## src/cfs_pkg.sv

```systemverilog
// constants, field positions and carrier types of the machine state block
// Contract
// - four registers split into word and byte halves
// - instruction pointer drives fetch, advances per instruction
// - low sixteen flag bits form legacy flags
// - carry flag tracks carry or borrow out
// - parity flag set on even low byte ones
// - aux carry tracks low nibble carry or borrow
// - zero flag set on zero result
// - sign flag copies result top bit
// - overflow flag when carries into/out of sign differ
// - single step traps after next instruction, clears
// - maskable interrupts taken only with enable set
// - direction flag picks index increment or decrement
// - io privilege gates io and enable changes; the code gates enable changes in virtual mode only
// - nested task flag marks nested task
// - resume flag suppresses debug fault next instruction
// - virtual mode flag faults privileged opcodes
// - protection enable set by both loads, cleared by one
// - monitor bit lets wait raise extension fault
// - emulate bit faults every escape instruction
// - task switched bit faults next extension use
// - paging bit turns paging unit on/off
// - multi-byte operands stored low byte first
package cfs_pkg;
  ////////////////////////////////////////////////////////////////////////////////
  localparam int CFS_ADDR_W = 8;
  localparam logic [7:0] CFS_OFF_FLAGS = 8'h00;
  localparam logic [7:0] CFS_OFF_CTRL = 8'h04;
  localparam logic [7:0] CFS_OFF_MSW = 8'h08;
  localparam logic [7:0] CFS_OFF_IP = 8'h0C;
  localparam logic [7:0] CFS_OFF_STATE = 8'h10;
  localparam logic [2:0] CFS_GPR_PAGE = 3'h1;
  ////////////////////////////////////////////////////////////////////////////////
  localparam int CFS_CF = 0;
  localparam int CFS_PF = 2;
  localparam int CFS_AF = 4;
  localparam int CFS_ZF = 6;
  localparam int CFS_SF = 7;
  localparam int CFS_TF = 8;
  localparam int CFS_IF = 9;
  localparam int CFS_DF = 10;
  localparam int CFS_OF = 11;
  localparam int CFS_IO_PRIVILEGE_FIELD_LO = 12;
  localparam int CFS_NT = 14;
  localparam int CFS_RF = 16;
  localparam int CFS_VM = 17;
  localparam int CFS_PE = 0;
  localparam int CFS_MP = 1;
  localparam int CFS_EM = 2;
  localparam int CFS_TS = 3;
  localparam int CFS_PG = 31;
  localparam logic [31:0] CFS_FLAGS_WMASK = 32'h0003_7FD5;
  localparam logic [31:0] CFS_FLAGS_RESET = 32'h0000_0002;
  localparam logic [31:0] CFS_CTRL_WMASK = 32'h8000_000F;
  localparam logic [31:0] CFS_CTRL_RESET = 32'h0000_0000;
  localparam logic [31:0] CFS_MSW_WMASK = 32'h0000_000F;
  localparam logic [31:0] CFS_GPR_RESET = 32'h0000_0000;
  ////////////////////////////////////////////////////////////////////////////////
  typedef enum logic [1:0] {
    CFS_SZ_BYTE = 2'b00,
    CFS_SZ_WORD = 2'b01,
    CFS_SZ_DWORD = 2'b10
  } cfs_size_type;
  typedef enum logic [1:0] {
    CFS_V_DWORD = 2'b00,
    CFS_V_WORD = 2'b01,
    CFS_V_BYTE_LO = 2'b10,
    CFS_V_BYTE_HI = 2'b11
  } cfs_view_type;
  typedef struct packed {
    logic valid;
    logic sub;
    cfs_size_type size;
    logic [31:0] a;
    logic [31:0] b;
  } cfs_alu_type;
  typedef struct packed {
    logic we;
    logic [2:0] idx;
    cfs_view_type view;
    logic [31:0] data;
  } cfs_gpr_type;
  typedef struct packed {
    logic valid;
    cfs_size_type size;
    logic [31:0] addr;
    logic [31:0] data;
  } cfs_store_type;
endpackage

```

## src/cfs_machine_state.sv

```systemverilog
// architectural machine state: flags, control word, pointer, general registers
//
// Our own choices: the APB slave port and the address map.
`timescale 1ns/1ns
`default_nettype none
module cfs_machine_state
  import cfs_pkg::*;
#(
  parameter logic [31:0] IP_RESET = 32'h0000_0000
) (
  // clock and reset
  input wire logic clk_sys_in,
  input wire logic resetn_in,
  // apb slave
  input wire logic psel_in,
  input wire logic penable_in,
  input wire logic pwrite_in,
  input wire logic [CFS_ADDR_W-1:0] paddr_in,
  input wire logic [31:0] pwdata_in,
  output logic [31:0] prdata_out,
  output logic pready_out,
  output logic pslverr_out,
  // execution datapath requests
  input wire cfs_alu_type alu_in,
  input wire cfs_gpr_type gpr_wr_in,
  input wire logic [2:0] gpr_rd_idx_in,
  input wire cfs_view_type gpr_rd_view_in,
  input wire cfs_store_type store_in,
  // instruction boundary events
  input wire logic retire_in,
  input wire logic [3:0] retire_len_in,
  input wire logic branch_in,
  input wire logic [31:0] branch_target_in,
  input wire logic intr_in,
  input wire logic debug_hit_in,
  input wire logic [1:0] cpl_in,
  input wire logic io_op_in,
  input wire logic if_change_in,
  input wire logic priv_op_in,
  input wire logic wait_op_in,
  input wire logic esc_op_in,
  input wire logic str_step_in,
  input wire cfs_size_type str_size_in,
  // state and decisions
  output logic [31:0] fetch_addr_out,
  output logic [31:0] gpr_rd_data_out,
  output logic [31:0] flags_out,
  output logic [15:0] legacy_flags_out,
  output logic protected_mode_out,
  output logic paging_on_out,
  output logic v86_mode_out,
  output logic nested_task_out,
  output logic int_take_out,
  output logic step_trap_out,
  output logic debug_fault_out,
  output logic exc7_out,
  output logic exc13_out,
  output logic io_direct_ok_out,
  output logic if_change_ok_out,
  output logic [31:0] str_delta_out,
  output logic [31:0] mem_addr_out,
  output logic [3:0] mem_byte_en_out,
  output logic [31:0] mem_data_out
);
  ////////////////////////////////////////////////////////////////////////////////
  logic [31:0] flags_r;
  logic [31:0] ctrl_r;
  logic [31:0] ip_r;
  logic [31:0] gpr_r [8];
  logic [31:0] prdata_r;
  logic pready_r;
  logic pslverr_r;
  logic [31:0] gpr_rd_r;
  logic int_take_r;
  logic step_trap_r;
  logic debug_fault_r;
  logic exc7_r;
  logic exc13_r;
  logic io_ok_r;
  logic if_ok_r;
  logic v86_r;
  logic [31:0] str_delta_r;
  logic [31:0] mem_addr_r;
  logic [3:0] mem_be_r;
  logic [31:0] mem_data_r;

  logic wr_en;
  logic rd_setup;
  logic hit_gpr;
  logic [2:0] bus_idx;
  logic pe_w;
  logic vm_w;
  logic [1:0] io_privilege_field_w;

  assign wr_en = psel_in && penable_in && pwrite_in && pready_r;
  assign rd_setup = psel_in && !penable_in;
  assign hit_gpr = (paddr_in[7:5] == CFS_GPR_PAGE) && (paddr_in[1:0] == 2'b00);
  assign bus_idx = paddr_in[4:2];
  assign pe_w = ctrl_r[CFS_PE];
  assign vm_w = flags_r[CFS_VM] && pe_w;
  assign io_privilege_field_w = flags_r[CFS_IO_PRIVILEGE_FIELD_LO+1:CFS_IO_PRIVILEGE_FIELD_LO];

  ////////////////////////////////////////////////////////////////////////////////
  // alu flag results; operands are masked to size so bit msb+1 is carry or borrow
  logic [31:0] size_mask;
  logic [4:0] msb;
  logic [31:0] op_a;
  logic [31:0] op_b;
  logic [32:0] sum;
  logic [31:0] res;
  logic [31:0] carry_vec;
  logic res_cf;
  logic res_of;

  always_comb begin
    case (alu_in.size)
      CFS_SZ_BYTE: begin
        size_mask = 32'h0000_00FF;
        msb = 5'd7;
      end
      CFS_SZ_WORD: begin
        size_mask = 32'h0000_FFFF;
        msb = 5'd15;
      end
      default: begin
        size_mask = 32'hFFFF_FFFF;
        msb = 5'd31;
      end
    endcase
    op_a = alu_in.a & size_mask;
    op_b = alu_in.b & size_mask;
    if (alu_in.sub) begin
      sum = {1'b0, op_a} - {1'b0, op_b};
    end else begin
      sum = {1'b0, op_a} + {1'b0, op_b};
    end
    res = sum[31:0] & size_mask;
    carry_vec = op_a ^ op_b ^ sum[31:0];
    res_cf = sum[{1'b0, msb} + 6'd1];
    res_of = carry_vec[msb] ^ res_cf;
  end

  ////////////////////////////////////////////////////////////////////////////////
  // flags register; software write lands last so a set from software wins
  always_ff @(posedge clk_sys_in) begin
    if (!resetn_in) begin
      flags_r <= CFS_FLAGS_RESET;
    end else begin
      if (alu_in.valid) begin
        flags_r[CFS_CF] <= res_cf;
        flags_r[CFS_PF] <= ~^res[7:0];
        flags_r[CFS_AF] <= carry_vec[4];
        flags_r[CFS_ZF] <= (res == 32'h0000_0000);
        flags_r[CFS_SF] <= res[msb];
        flags_r[CFS_OF] <= res_of;
      end
      if (retire_in) begin
        flags_r[CFS_TF] <= 1'b0;
        flags_r[CFS_RF] <= 1'b0;
      end
      if (wr_en && paddr_in == CFS_OFF_FLAGS) begin
        flags_r <= (pwdata_in & CFS_FLAGS_WMASK) | CFS_FLAGS_RESET;
      end
    end
  end

  ////////////////////////////////////////////////////////////////////////////////
  // control word; status word load can only raise protection enable
  always_ff @(posedge clk_sys_in) begin
    if (!resetn_in) begin
      ctrl_r <= CFS_CTRL_RESET;
    end else if (wr_en && paddr_in == CFS_OFF_CTRL) begin
      ctrl_r <= pwdata_in & CFS_CTRL_WMASK;
    end else if (wr_en && paddr_in == CFS_OFF_MSW) begin
      ctrl_r[CFS_TS:CFS_MP] <= pwdata_in[CFS_TS:CFS_MP];
      ctrl_r[CFS_PE] <= ctrl_r[CFS_PE] | pwdata_in[CFS_PE];
    end
  end

  ////////////////////////////////////////////////////////////////////////////////
  // instruction pointer
  always_ff @(posedge clk_sys_in) begin
    if (!resetn_in) begin
      ip_r <= IP_RESET;
    end else if (wr_en && paddr_in == CFS_OFF_IP) begin
      ip_r <= pwdata_in;
    end else if (retire_in && branch_in) begin
      ip_r <= branch_target_in;
    end else if (retire_in) begin
      ip_r <= ip_r + {28'h000_0000, retire_len_in};
    end
  end

  ////////////////////////////////////////////////////////////////////////////////
  // general registers; byte halves exist only for the first four
  always_ff @(posedge clk_sys_in) begin
    if (!resetn_in) begin
      for (int i = 0; i < 8; i++) begin
        gpr_r[i] <= CFS_GPR_RESET;
      end
    end else begin
      if (gpr_wr_in.we) begin
        case (gpr_wr_in.view)
          CFS_V_DWORD: gpr_r[gpr_wr_in.idx] <= gpr_wr_in.data;
          CFS_V_WORD: gpr_r[gpr_wr_in.idx][15:0] <= gpr_wr_in.data[15:0];
          CFS_V_BYTE_LO: begin
            if (!gpr_wr_in.idx[2]) begin
              gpr_r[gpr_wr_in.idx][7:0] <= gpr_wr_in.data[7:0];
            end
          end
          default: begin
            if (!gpr_wr_in.idx[2]) begin
              gpr_r[gpr_wr_in.idx][15:8] <= gpr_wr_in.data[7:0];
            end
          end
        endcase
      end
      if (wr_en && hit_gpr) begin
        gpr_r[bus_idx] <= pwdata_in;
      end
    end
  end

  always_ff @(posedge clk_sys_in) begin
    if (!resetn_in) begin
      gpr_rd_r <= 32'h0000_0000;
    end else begin
      case (gpr_rd_view_in)
        CFS_V_DWORD: gpr_rd_r <= gpr_r[gpr_rd_idx_in];
        CFS_V_WORD: gpr_rd_r <= {16'h0000, gpr_r[gpr_rd_idx_in][15:0]};
        CFS_V_BYTE_LO: gpr_rd_r <= gpr_rd_idx_in[2] ? 32'h0000_0000 :
                                   {24'h00_0000, gpr_r[gpr_rd_idx_in][7:0]};
        default: gpr_rd_r <= gpr_rd_idx_in[2] ? 32'h0000_0000 :
                             {24'h00_0000, gpr_r[gpr_rd_idx_in][15:8]};
      endcase
    end
  end

  ////////////////////////////////////////////////////////////////////////////////
  // apb slave: one wait-free access phase, read data fetched in setup
  always_ff @(posedge clk_sys_in) begin
    if (!resetn_in) begin
      pready_r <= 1'b0;
      pslverr_r <= 1'b0;
      prdata_r <= 32'h0000_0000;
    end else begin
      pready_r <= rd_setup;
      pslverr_r <= 1'b0;
      if (rd_setup) begin
        prdata_r <= 32'h0000_0000;
        if (paddr_in == CFS_OFF_FLAGS) begin
          prdata_r <= flags_r;
        end else if (paddr_in == CFS_OFF_CTRL || paddr_in == CFS_OFF_MSW) begin
          prdata_r <= ctrl_r;
        end else if (paddr_in == CFS_OFF_IP) begin
          prdata_r <= ip_r;
        end else if (paddr_in == CFS_OFF_STATE) begin
          prdata_r <= {28'h000_0000, nested_task_out, v86_mode_out, paging_on_out,
                       protected_mode_out};
        end else if (hit_gpr) begin
          prdata_r <= gpr_r[bus_idx];
        end else begin
          pslverr_r <= 1'b1;
        end
      end
    end
  end

  ////////////////////////////////////////////////////////////////////////////////
  // boundary decisions, all one cycle after the event
  always_ff @(posedge clk_sys_in) begin
    if (!resetn_in) begin
      int_take_r <= 1'b0;
      step_trap_r <= 1'b0;
      debug_fault_r <= 1'b0;
    end else begin
      int_take_r <= retire_in && intr_in && flags_r[CFS_IF];
      step_trap_r <= retire_in && flags_r[CFS_TF];
      debug_fault_r <= retire_in && debug_hit_in && !flags_r[CFS_RF];
    end
  end

  // exception 7 from extension bits, exception 13 from virtual mode privileged opcodes
  always_ff @(posedge clk_sys_in) begin
    if (!resetn_in) begin
      exc7_r <= 1'b0;
      exc13_r <= 1'b0;
      io_ok_r <= 1'b1;
      if_ok_r <= 1'b1;
      v86_r <= 1'b0;
    end else begin
      exc7_r <= (esc_op_in && (ctrl_r[CFS_EM] || ctrl_r[CFS_TS])) ||
                (wait_op_in && ctrl_r[CFS_MP] && ctrl_r[CFS_TS]);
      exc13_r <= vm_w && priv_op_in;
      io_ok_r <= !pe_w || (!vm_w && cpl_in <= io_privilege_field_w);
      if_ok_r <= !vm_w || (cpl_in <= io_privilege_field_w);
      v86_r <= vm_w;
    end
  end

  // string index step; decrement is the two's complement of the size
  always_ff @(posedge clk_sys_in) begin
    if (!resetn_in) begin
      str_delta_r <= 32'h0000_0000;
    end else if (str_step_in) begin
      case (str_size_in)
        CFS_SZ_BYTE: str_delta_r <= flags_r[CFS_DF] ? 32'hFFFF_FFFF : 32'h0000_0001;
        CFS_SZ_WORD: str_delta_r <= flags_r[CFS_DF] ? 32'hFFFF_FFFE : 32'h0000_0002;
        default: str_delta_r <= flags_r[CFS_DF] ? 32'hFFFF_FFFC : 32'h0000_0004;
      endcase
    end
  end

  // lane i holds the byte at operand address plus i
  always_ff @(posedge clk_sys_in) begin
    if (!resetn_in) begin
      mem_addr_r <= 32'h0000_0000;
      mem_be_r <= 4'h0;
      mem_data_r <= 32'h0000_0000;
    end else begin
      mem_addr_r <= store_in.addr;
      mem_data_r <= store_in.data;
      if (!store_in.valid) begin
        mem_be_r <= 4'h0;
      end else if (store_in.size == CFS_SZ_BYTE) begin
        mem_be_r <= 4'h1;
      end else if (store_in.size == CFS_SZ_WORD) begin
        mem_be_r <= 4'h3;
      end else begin
        mem_be_r <= 4'hF;
      end
    end
  end

  ////////////////////////////////////////////////////////////////////////////////
  assign prdata_out = prdata_r;
  assign pready_out = pready_r;
  assign pslverr_out = pslverr_r;
  assign fetch_addr_out = ip_r;
  assign gpr_rd_data_out = gpr_rd_r;
  assign flags_out = flags_r;
  assign legacy_flags_out = flags_r[15:0];
  assign protected_mode_out = ctrl_r[CFS_PE];
  assign paging_on_out = ctrl_r[CFS_PG];
  assign v86_mode_out = v86_r;
  assign nested_task_out = flags_r[CFS_NT];
  assign int_take_out = int_take_r;
  assign step_trap_out = step_trap_r;
  assign debug_fault_out = debug_fault_r;
  assign exc7_out = exc7_r;
  assign exc13_out = exc13_r;
  assign io_direct_ok_out = io_ok_r;
  assign if_change_ok_out = if_ok_r;
  assign str_delta_out = str_delta_r;
  assign mem_addr_out = mem_addr_r;
  assign mem_byte_en_out = mem_be_r;
  assign mem_data_out = mem_data_r;

  ////////////////////////////////////////////////////////////////////////////////
  chk_ip_advance: assert property (@(posedge clk_sys_in) disable iff (!resetn_in)
    retire_in && !branch_in && !(wr_en && paddr_in == CFS_OFF_IP)
    |=> fetch_addr_out == $past(ip_r) + {28'h000_0000, $past(retire_len_in)})
    else $error("pointer did not advance by instruction length");

  chk_zero_sign: assert property (@(posedge clk_sys_in) disable iff (!resetn_in)
    alu_in.valid && !(wr_en && paddr_in == CFS_OFF_FLAGS)
    |=> flags_r[CFS_ZF] == ($past(res) == 32'h0000_0000) && flags_r[CFS_SF] == $past(res[msb]))
    else $error("zero or sign flag wrong");

  chk_parity_flag: assert property (@(posedge clk_sys_in) disable iff (!resetn_in)
    alu_in.valid && !(wr_en && paddr_in == CFS_OFF_FLAGS)
    |=> flags_r[CFS_PF] == ~^$past(res[7:0]))
    else $error("parity flag wrong");

  chk_overflow_carry: assert property (@(posedge clk_sys_in) disable iff (!resetn_in)
    alu_in.valid && !(wr_en && paddr_in == CFS_OFF_FLAGS)
    |=> flags_r[CFS_OF] == (flags_r[CFS_CF] ^ $past(carry_vec[msb])))
    else $error("overflow flag not carry-in xor carry-out");

  chk_step_trap: assert property (@(posedge clk_sys_in) disable iff (!resetn_in)
    retire_in && flags_r[CFS_TF] && !wr_en |=> step_trap_out && !flags_r[CFS_TF])
    else $error("single step not taken or flag not cleared");

  chk_intr_gate: assert property (@(posedge clk_sys_in) disable iff (!resetn_in)
    !flags_r[CFS_IF] |=> !int_take_out)
    else $error("interrupt taken while disabled");

  chk_pe_sticky: assert property (@(posedge clk_sys_in) disable iff (!resetn_in)
    wr_en && paddr_in == CFS_OFF_MSW && ctrl_r[CFS_PE] |=> ctrl_r[CFS_PE] && $stable(ctrl_r[31:4]))
    else $error("status word load cleared protection enable");

  chk_reserved_bits: assert property (@(posedge clk_sys_in) disable iff (!resetn_in)
    ((flags_r & ~CFS_FLAGS_WMASK) == CFS_FLAGS_RESET) && ((ctrl_r & ~CFS_CTRL_WMASK) == 32'h0000_0000))
    else $error("reserved bit changed");

  chk_ext_fault: assert property (@(posedge clk_sys_in) disable iff (!resetn_in)
    esc_op_in && ctrl_r[CFS_EM] |=> exc7_out)
    else $error("escape with emulate did not fault");

  chk_dir_step: assert property (@(posedge clk_sys_in) disable iff (!resetn_in)
    str_step_in && str_size_in == CFS_SZ_DWORD
    |=> str_delta_out == ($past(flags_r[CFS_DF]) ? 32'hFFFF_FFFC : 32'h0000_0004))
    else $error("string step direction wrong");
endmodule
`default_nettype wire

```

## config.mk

```make
export PLATFORM = sky130hd
export DESIGN_NAME = cfs_machine_state
export DESIGN_NICKNAME = d
export VERILOG_FILES = /design/src/cfs_pkg.sv /design/src/cfs_machine_state.sv
export SDC_FILE = /design/constraint.sdc
export NUM_CORES = 1
export LEC_CHECK = 0
export ABC_AREA = 1
export BUFFER_PORTS_ARGS = -buffer_cell sky130_fd_sc_hd__buf_4
export CORE_AREA = 3 3 275 277
export CTS_BUF_LIST = sky130_fd_sc_hd__clkbuf_8 sky130_fd_sc_hd__clkbuf_16
export DETAILED_ROUTE_END_ITERATION = 8
export DIE_AREA = 0 0 278 280
export PLACE_DENSITY = 0.59
export SKIP_LAST_GASP = 1
export SLEW_MARGIN = 20
export SYNTH_ARGS = -nofsm -noshare
export SYNTH_HDL_FRONTEND = slang
export SYNTH_SLANG_ARGS = --single-unit
```

## constraint.sdc

```tcl
create_clock -name clk_sys_in -period 3.7 [get_ports clk_sys_in]
set_clock_uncertainty 0.2 [all_clocks]
set_input_delay 0.37 -clock clk_sys_in [delete_from_list [all_inputs] [get_ports clk_sys_in]]
set_output_delay 0.37 -clock clk_sys_in [all_outputs]
set_load 0.05 [all_outputs]
```

Word-level counts from Yosys, hierarchy flattened:

Memories as Yosys holds them, arrays and structs flattened.
Index checks and enable logic that the tools add are counted.

* output and inout bits: 257
* word-level logic and storage cells: 172
* memories: 1
* register bits after elaboration: 225
* input port bits: 273
* memory bits (writable): 256

* muxes and demuxes: 66
* bitwise gates (word level): 13
* magnitude comparators: 3
* equal/unequal tests: 12
* add/subtract/negate cells: 4
* reductions and logical operators: 50

Memories
* gpr_r: depth 8, bits a word 32, rd ports 2, clocked after memory_dff 0, write ports 8, RTL line cfs_machine_state.sv:69 `logic [31:0] gpr_r [8];`

Operators by type and width (count)
* 32-bit 2-to-1 mux: 13
* 32-bit case mux with 2 select lines: 2
* 32-bit AND: 3
* 32-bit case mux with 3 select lines: 1
* 32-bit OR reduction: 2
* 32-bit XOR: 2
* 32-bit by 32-bit adder with 33-bit output: 1
* 33-bit 2-to-1 mux: 1
* 32-bit by 32-bit subtractor with 33-bit output: 1
* 32-bit by 4-bit adder with 32-bit output: 1
* 32-bit logical NOT: 1
* 1-bit 2-to-1 mux: 32
* 8-bit 2-to-1 mux: 4
* 1-bit logical AND: 22
* 17-bit 2-to-1 mux: 1
* 8-bit by 4-bit == test with 1-bit output (second input constant): 2
* 16-bit 2-to-1 mux: 1
* 2-bit logical NOT: 6
* 4-bit 2-to-1 mux: 3
* 1-bit binary-select mux with 5-bit select: 2
* 2-bit by 1-bit == test with 1-bit output (second input constant): 5
* 5-bit case mux with 2 select lines: 1
* 3-bit 2-to-1 mux: 3
* 8-bit by 3-bit == test with 1-bit output (second input constant): 1
* 21 further kinds: 37

Logic depth before layout (Yosys ltp):

Gate-level depths: netlist (run 1).

* depth after elaboration: 11
* mapped depth: 30
* mapped depth without buffers: 29

Worst setup path before layout (run 1):

No wires, ideal clock.

* kind: in2reg
* start: input alu_in[65] (netlist name)
* end: register flags_r[6] (netlist: flags_out[6])
* data required time: 3.430 ns
* path buffers: 1
* stages: 28
* setup time: 0.070 ns
* setup slack: 0.184 ns
* arrival time: 3.245 ns
* path through: buf_2 -> nor2_8 -> inv_2 -> nand2_1 -> nand4_1 -> nor2_1 -> inv_1 -> nor3_4 -> nand4_1 -> nand2_1 -> o21ai_0 -> xor2_1 -> ha_1 -> nand2_1 -> nor2_1 -> inv_1 -> nor3_1 -> and2_1 -> nand2_1 -> nand2_1 -> nand2_1 -> nand3_1 -> nand2_1 -> inv_1 -> nand2_1 -> nor2_1 -> nand3_1 -> a21oi_1

* word-level cells in the longest chain between the ends: 9
* elaborated cells on any way between the ends: 12
* classes of those cells: add/sub: 2; eq/ne: 1; mux: 4; bitwise: 3; reduce/logical: 2

Ends and longest elaborated chain
* start, declared: RTL line cfs_machine_state.sv:24 `input wire cfs_alu_type alu_in,`
* 2-bit by 1-bit == test with 1-bit output or 2-bit logical NOT (tied branches): RTL line cfs_machine_state.sv:116 `case (alu_in.size)`
* 32-bit case mux with 2 select lines *: RTL line cfs_machine_state.sv:116
* 32-bit AND, on equally long branches: RTL line cfs_machine_state.sv:130, cfs_machine_state.sv:131
* 32-bit by 32-bit adder with 33-bit output or 32-bit by 32-bit subtractor with 33-bit output (tied branches): RTL line cfs_machine_state.sv:135, cfs_machine_state.sv:133
* 33-bit 2-to-1 mux: RTL line cfs_machine_state.sv:132 `if (alu_in.sub) begin`
* 32-bit AND *: RTL line cfs_machine_state.sv:137 `res = sum[31:0] & size_mask;`
* 32-bit logical NOT *: RTL line cfs_machine_state.sv:153 `flags_r[CFS_ZF] <= (res == 32'h0000_0000);`
* 2-bit 2-to-1 mux *: RTL line cfs_machine_state.sv:149 `if (alu_in.valid) begin`
* 17-bit 2-to-1 mux *: RTL line cfs_machine_state.sv:161 `if (wr_en && paddr_in == CFS_OFF_FLAGS) begin`
* end signal, assigned by index: RTL line cfs_machine_state.sv:150 `flags_r[CFS_CF] <= res_cf;`
* end signal, assigned by index: RTL line cfs_machine_state.sv:153
* end signal, assigned by index: RTL line cfs_machine_state.sv:154 `flags_r[CFS_SF] <= res[msb];`
* end, declared: RTL line cfs_machine_state.sv:66 `logic [31:0] flags_r;`

Mark *: on every way between the ends. The rest lies on a longest branch, timed or not. The select of a mux whose other input is x is not followed.
A chain may end at the register's enable or synchronous reset.

Final worst setup path (run 1):

* start: register ip_r[0] (netlist: fetch_addr_out[0])
* end: register ip_r[30] (netlist: fetch_addr_out[30])

* word-level cells in the longest chain between the ends: 4

Ends and longest elaborated chain
* start, declared: RTL line cfs_machine_state.sv:68 `logic [31:0] ip_r;`
* start signal, assigned: RTL line cfs_machine_state.sv:186 `ip_r <= pwdata_in;`
* start signal, assigned: RTL line cfs_machine_state.sv:188 `ip_r <= branch_target_in;`
* start signal, assigned: RTL line cfs_machine_state.sv:190 `ip_r <= ip_r + {28'h000_0000, retire_len_in};`
* 32-bit by 4-bit adder with 32-bit output: RTL line cfs_machine_state.sv:190
* 32-bit 2-to-1 mux: RTL line cfs_machine_state.sv:189 `end else if (retire_in) begin`
* 32-bit 2-to-1 mux: RTL line cfs_machine_state.sv:187 `end else if (retire_in && branch_in) begin`
* 32-bit 2-to-1 mux: RTL line cfs_machine_state.sv:185 `end else if (wr_en && paddr_in == CFS_OFF_IP) begin`

Every way passes these cells. The select of a mux whose other input is x is not followed.

==> results.sh, run 1 <==
export IMPL_cts_sinks=452
export IMPL_fp_dieH_um=280
export IMPL_ys_types=48
export IMPL_die_width_um=278
export IMPL_cp_cell_sequence="ha_1, inv_1, fa_1, inv_1, nand3_1, nand2_1, nand4_1, nor2_2, nand3_1, nor2_1, xor2_1, o21ai_0, a31oi_1, dlygate4sd3_1"
export IMPL_drive_gt1_share_pct=19.9
export IMPL_grt_usage_pct=30.7
export IMPL_slowest_delay_ns=0.59
export IMPL_wl_um=126000
export IMPL_antenna_found_initial=3
export IMPL_fmax_mhz=288
export IMPL_gp_congestion=0.997
export IMPL_ys_ff_latch=452
export IMPL_ff_latch_area_sq_mm=0.0116
export IMPL_cp_start_kind="register"
export IMPL_synth_edff_count=256
export IMPL_clk_pin_slew_ns=0.06
export IMPL_rows=99
export IMPL_yosys_area_top_type="edfxtp_1"
export IMPL_maxSlewHeadroom_pct=26.4
export IMPL_wl_per_cell_um=23.0
export IMPL_ys_seq_area_share_pct=41.9
export IMPL_root_buffer="clkbuf_16"
export IMPL_drt_pass1_iter_count=6
export IMPL_ctsHtreeMaxLevel=2
export IMPL_comb_power_share_pct=23.4
export IMPL_slowest_stage="dlygate4sd3_1"
export IMPL_path_class="reg -> reg"
export IMPL_whs_ns=0.0130
export IMPL_drc=0
export IMPL_cap_violations=0
export IMPL_endpoint_kind="register"
export IMPL_switching_share_pct=32.0
export IMPL_cts_tree="yes"
export IMPL_ys_flop_type="edfxtp_1"
export IMPL_finalInstanceArea_sq_mm=0.0368
export IMPL_final_common_cell="buf_4"
export IMPL_slew_viol_final=0
export IMPL_synth_area_leaders="edfxtp_1, dfxtp_1, nand2_1, o21ai_0, inv_1"
export IMPL_switchingPower_w=0.00461
export IMPL_finalSetupViolations=0
export IMPL_numCtsBuffers=53
export IMPL_dieArea_sq_mm=0.0778
export IMPL_grt_max_degree=109
export IMPL_hpwl_um=90600
export IMPL_place_area_sq_mm=0.0331
export IMPL_cp_arrival_ns=3.78
export IMPL_p_per_area_mw_per_mm2=393
export IMPL_io_pins=530
export IMPL_nets=4771
export IMPL_grt_pass1_wl_um=181000
export IMPL_avgViaCountPerCell=5.51
export IMPL_p_seq_share_pct=39.7
export IMPL_utilization_pct=50.3
export IMPL_fillers=7191
export IMPL_synthArstFlopShare_pct=0
export IMPL_multi_input_area_sq_mm=0.0131
export IMPL_ir_drop_mv=0.320
export IMPL_ys_warn_count=0
export IMPL_area_growth_pct=32.6
export IMPL_final_cell_mix="buf_4, nand2_1, inv_1"
export IMPL_initial_core_util_pct=38.0
export IMPL_hp_class="in -> reg"
export IMPL_layout_min_cycle_time_ns=3.47
export IMPL_cp_required_ns=4.01
export IMPL_finalCritPeriodShare_pct=93.7
export IMPL_worstPathMaxFanout=4
export IMPL_tightestPinTransition_ns=1.10
export IMPL_p_int_w=0.00983
export IMPL_syn_inst=3773
export IMPL_vias=30000
export IMPL_clock_latency_ns=0.64
export IMPL_core_area_sq_mm=0.0731
export IMPL_drt_iter0_drc=3485
export IMPL_status="finished, final reports clean"
export IMPL_cts_buffer_depth=3
export IMPL_grt_setup_unrepaired="yes"
export IMPL_power_leakage_nw=16.3
export IMPL_overflow=0
export IMPL_io_buffers=505
export IMPL_synth_area_per_cell_sq_um=7.35
export IMPL_p_clk_share_pct=36.9
export IMPL_ant_nets=0
export IMPL_yosysTopAreaCellShare_pct=27.7
export IMPL_hold_viol_final=0
export IMPL_grt_pass1_vias=28200
export IMPL_syn_area_sq_mm=0.0277
[path summary, 6_finish.rpt]
path                     startpoint            endpoint  slack, ns  cells after the start
setup / recovery  fetch_addr_out[0]  fetch_addr_out[30]       0.23                     14
hold / removal        pwdata_in[21]        gpr_r[7][21]       0.01                      3
setup reg to reg  fetch_addr_out[0]  fetch_addr_out[30]       0.23                     14
hold reg to reg      prdata_out[23]      prdata_out[23]       0.27                      2
[logic make-up (layout without fill, tap and decap cells)]
family / Yosys count / after routing / share of synthesized area [%]
compound gates: 905 / 905 / 18.2
buf+inv: 785 / 1488 / 11.8
flops: 452 / 452 / 41.9
xor+xnor: 63 / 63 / 1.99
simple gates: 1521 / 1521 / 24.0
other cells: 2 / 24 / 0.0271
fa+ha+maj: 45 / 45 / 2.08
[power groups by stage]
stage               clock network (W)  registers, W  logic, W
CTS                           0.00537       0.00573   0.00331
global placement                    0       0.00583   0.00314
global route                  0.00557       0.00575   0.00362
detailed placement                  0       0.00583   0.00315
floorplan                           0       0.00609   0.00158
finish                        0.00533       0.00573   0.00338
[area by class of cell]
cell class / instances / share of cell area, %
diodes: 2 / 0.0136
clock inverters: 41 / 1.01
flip-flops and latches: 452 / 31.6
multi-input cells: 2556 / 35.6
repair buffers: 900 / 19.7
inverters: 490 / 5.01
well taps: 959 / 3.26
clock buffers: 57 / 3.76
[metrics by stage]
step	setup WS [ns]	total power, W	setup TNS [ns]	std cells
detailed placement	-0.417	0.00898	-1.38	5182
finish	0.234	0.0144	0	5457
global placement	-0.420	0.00897	-1.36	5182
CTS	0.0932	0.0144	0	5451
global route	-0.0385	0.0149	-0.0385	5455
floorplan	0.184	0.00767	0	3793
[Yosys cell counts, types with 3 or more instances]
cell	number
nand3_1	344
nor3_1	31
nand3b_1	24
edfxtp_1	256
a221oi_1	21
a21oi_1	181
nor3_4	3
buf_4	66
ha_1	43
nor4_1	3
o22ai_1	48
xor2_1	43
nand4_1	95
nor3_2	4
nor2_1	268
inv_1	471
nor2_2	14
a22oi_1	38
or2_2	11
o221ai_1	16
o211ai_1	37
o21ai_1	71
xnor2_1	20
clkinv_1	4
a31oi_1	51
buf_1	33
inv_2	15
buf_2	52
o21ai_0	422
o21a_1	3
o2111ai_1	8
clkbuf_1	142
dfxtp_1	196
nand2_1	718
[sequential cells by signal, summed over array words and instances (netlist names), 3 cells and up]
signal,cells
gpr_r,256
fetch_addr_out,32
gpr_rd_data_out,32
mem_addr_out,32
mem_data_out,32
prdata_out,32
flags_out,14
ctrl_r,5
str_delta_out,4
mem_byte_en_out,3
[what timing repair did]
action	in CTS	in global routing
endpoints found under the hold margin	284	0
buffers inserted	0	4
resized for setup	0	35
setup endpoints to repair	0	5
hold buffers	171	0
[critical path, delay by kind of cell, from the launching register on]
family | cells | cell delay [ns]
compound gates | 2 | 0.26
xor+xnor | 1 | 0.08
simple gates | 6 | 1.10
buf+inv | 3 | 0.72
flops | 1 | 0.40
fa+ha+maj | 2 | 0.59
[layer usage]
| layer | vias to the layer above | GRT usage [%] | share of wire, % |
|---|---|---|---|
| met1 | 14000 | 39.2 | 39 |
| met3 | 340 | 5.59 | 9.4 |
| li1 | 14100 | - | - |
| met2 | 1669 | 49.7 | 46 |
| met5 | - | 0 | 0.0056 |
| met4 | 2 | 16.1 | 5.9 |
Note: power is estimated with default switching activity, not from simulation.
==> run 2: changes to the inputs <==
--- a/config.mk
+++ b/config.mk
@@ -7,10 +7,10 @@
 export LEC_CHECK = 0
 export ABC_AREA = 1
 export BUFFER_PORTS_ARGS = -buffer_cell sky130_fd_sc_hd__buf_4
-export CORE_AREA = 3 3 275 277
+export CORE_AREA = 3 3 387 198
 export CTS_BUF_LIST = sky130_fd_sc_hd__clkbuf_8 sky130_fd_sc_hd__clkbuf_16
 export DETAILED_ROUTE_END_ITERATION = 8
-export DIE_AREA = 0 0 278 280
+export DIE_AREA = 0 0 390 201
 export PLACE_DENSITY = 0.59
 export SKIP_LAST_GASP = 1
 export SLEW_MARGIN = 20
==> run 2 against run 1 <==
  * Die area increased by 0.71%
  * Highest routed layer unchanged
  * Worst hold slack improved by 0.018 ns
  * Non-clock buffer count increased by 17
  * Clock power decreased by 4.7%
  * Total power decreased by 1.7%
  * Largest cell class unchanged
  * Wire length decreased by 3.0%
==> results.sh, run 2 (synthesis gave the netlist of run 1 again) <==
export IMPL_status="finished, final reports clean"
export IMPL_hp_class="in -> reg"
export IMPL_layout_min_cycle_time_ns=3.40
export IMPL_p_total_w=0.0142
export IMPL_gp_congestion=0.952
export IMPL_grt_pass1_vias=28500
export IMPL_switchingPower_w=0.00454
export IMPL_ir_drop_mv=0.350
export IMPL_rows=70
export IMPL_endpoint="fetch_addr_out[30]"
export IMPL_grt_pass1_wl_um=178000
export IMPL_dieArea_sq_mm=0.0784
export IMPL_drc=0
export IMPL_numCtsBuffers=44
export IMPL_final_cell_mix="buf_4, nand2_1, inv_1"
export IMPL_antenna_found_initial=2
export IMPL_io_buffers=505
export IMPL_root_buffer="clkbuf_16"
export IMPL_p_clk_share_pct=35.8
export IMPL_area_growth_pct=32.4
export IMPL_cp_required_ns=4.01
export IMPL_instances_no_fill=5470
export IMPL_grt_usage_pct=29.6
export IMPL_initial_core_util_pct=38.0
export IMPL_cp_cell_sequence="ha_1, inv_1, fa_1, inv_1, nand3_1, nand2_1, nand4_1, nor2_2, nand3_1, nor2_1, xor2_1, o21ai_0, a31oi_1, dlygate4sd3_1"
export IMPL_cts_buffer_depth=3
export IMPL_switching_share_pct=32.0
export IMPL_startpoint="fetch_addr_out[0]"
export IMPL_tightestPinTransition_ns=1.02
export IMPL_finalSetupViolations=0
export IMPL_slew_viol_final=0
export IMPL_overflow=0
export IMPL_hold_viol_final=0
export IMPL_cp_arrival_ns=3.70
export IMPL_fmax_mhz=294
export IMPL_p_int_w=0.00966
export IMPL_io_pins=530
export IMPL_clock_latency_ns=0.64
export IMPL_p_per_area_mw_per_mm2=387
export IMPL_finalCritPeriodShare_pct=91.8
export IMPL_die_width_um=390
export IMPL_drt_pass1_iter_count=8
export IMPL_nets=4779
export IMPL_avgViaCountPerCell=5.51
export IMPL_cp_num_buf_inv=3
export IMPL_clk_pin_slew_ns=0.07
export IMPL_ant_nets=0
export IMPL_cts_sinks=452
export IMPL_power_leakage_nw=16.2
export IMPL_fp_dieH_um=201
export IMPL_cts_tree="yes"
export IMPL_hold_path_startpoint="pwdata_in[28]"
export IMPL_core_area_sq_mm=0.0730
export IMPL_cp_num_cells=14
export IMPL_ctsHtreeMaxLevel=2
export IMPL_crit_family="simple AND/OR/NAND/NOR gates"
export IMPL_endpoint_kind="register"
export IMPL_worstPathMaxFanout=4
export IMPL_largest_reg_flops=256
export IMPL_wl_um=122000
export IMPL_r2r_slack_ns=0.30
export IMPL_drive_gt1_share_pct=19.8
export IMPL_grt_setup_unrepaired="yes"
export IMPL_ff2ff_path_depth=14
export IMPL_regMostFlops="gpr_r"
export IMPL_grt_max_degree=81
export IMPL_place_inst=5210
export IMPL_maxSlewHeadroom_pct=32.2
export IMPL_comb_power_share_pct=23.9
export IMPL_drt_iter0_drc=3585
export IMPL_cap_violations=0
export IMPL_wl_per_cell_um=22.3
export IMPL_vias=30200
export IMPL_path_class="reg -> reg"
export IMPL_final_common_cell="buf_4"
export IMPL_slowest_stage="dlygate4sd3_1"
export IMPL_slowest_delay_ns=0.57
export IMPL_r2r_end="fetch_addr_out[30]"
export IMPL_r2r_start="fetch_addr_out[0]"
export IMPL_fillers=7117
export IMPL_hpwl_um=86600
export IMPL_p_seq_share_pct=40.3
export IMPL_cp_start_kind="register"
==> run 2: changes by cell type in the layout (fill, tap and decap cells not counted), moves of 5 or more <==
cell / delta
dlygate4sd3_1: +6
clkinv_1: -8
nor2_1: +5
inv_2: -5
clkbuf_8: +7
buf_4: +13
==> run 2: timing repair <==
action,4_1_cts,5_1_grt
endpoints found under the setup margin,0,5
gates resized for setup,0,21
hold endpoints to repair,284,0
setup buffers,0,0
hold buffers,177,0
==> run 2: through the flow <==
stage / area, sq um / util (%) / setup WS, ns / TNS [ns] / hold WS (ns)
6_report: 36700 / 50.3 / 0.303 / 0 / 0.0310
4_1_cts: 36600 / 50.1 / 0.193 / 0 / 0.000458
5_1_grt: 36700 / 50.3 / -0.0252 / -0.0262 / 0.0347
3_5_place_dp: 33200 / 45.5 / -0.424 / -1.27 / 0.260
3_3_place_gp: 33200 / 45.5 / -0.404 / -1.29 / 0.256
2_1_floorplan: 27800 / - / 0.184 / 0 / 0.250
==> run 2: power by group through the flow <==
| stage | clock network (W) | registers [W] | logic (W) |
|---|---|---|---|
| 3_5_place_dp | 0 | 0.00583 | 0.00317 |
| 4_1_cts | 0.00512 | 0.00572 | 0.00333 |
| 2_1_floorplan | 0 | 0.00609 | 0.00158 |
| 6_report | 0.00508 | 0.00572 | 0.00340 |
| 5_1_grt | 0.00531 | 0.00575 | 0.00366 |
| 3_3_place_gp | 0 | 0.00582 | 0.00315 |
==> run 2: routing by layer <==
layer	share of wire [%]	routed length, um	global-route usage (%)	vias up
li1	-	-	-	14100
met1	41	49500	39.9	14100
met2	45	55100	47.2	1658
met3	9.5	11600	4.89	327
met4	4.5	5510	12.4	2
met5	0.011	13	0	-
==> run 2: layout make-up <==
type                            count  area [sq um]  area share [%]
Tap cell                          972          1220            3.31
Multi-Input combinational cell   2556         13100            35.6
Clock inverter                     22           239           0.651
Clock buffer                       60          1380            3.75
Sequential cell                   452         11600            31.6
Inverter                          490          1840            5.01
Timing Repair Buffer              917          7380            20.1
Antenna cell                        1          2.50         0.00682
==> run 2: how the worst min path moves through the flow <==
stage	end	slack, ns	cells past startpoint
5_1_grt	gpr_r[7][28]	0.03	3
2_1_floorplan	ctrl_r[2]	0.25	2
6_report	gpr_r[7][28]	0.03	3
4_1_cts	gpr_r[7][28]	0.0005	3
3_3_place_gp	prdata_out[16]	0.26	2
3_5_place_dp	prdata_out[8]	0.26	2
==> run 2: tightest hold or removal path, cell delays in order <==
cell	delay, ns
buf_4	0.12
inv_1	0.12
o21ai_1	0.14
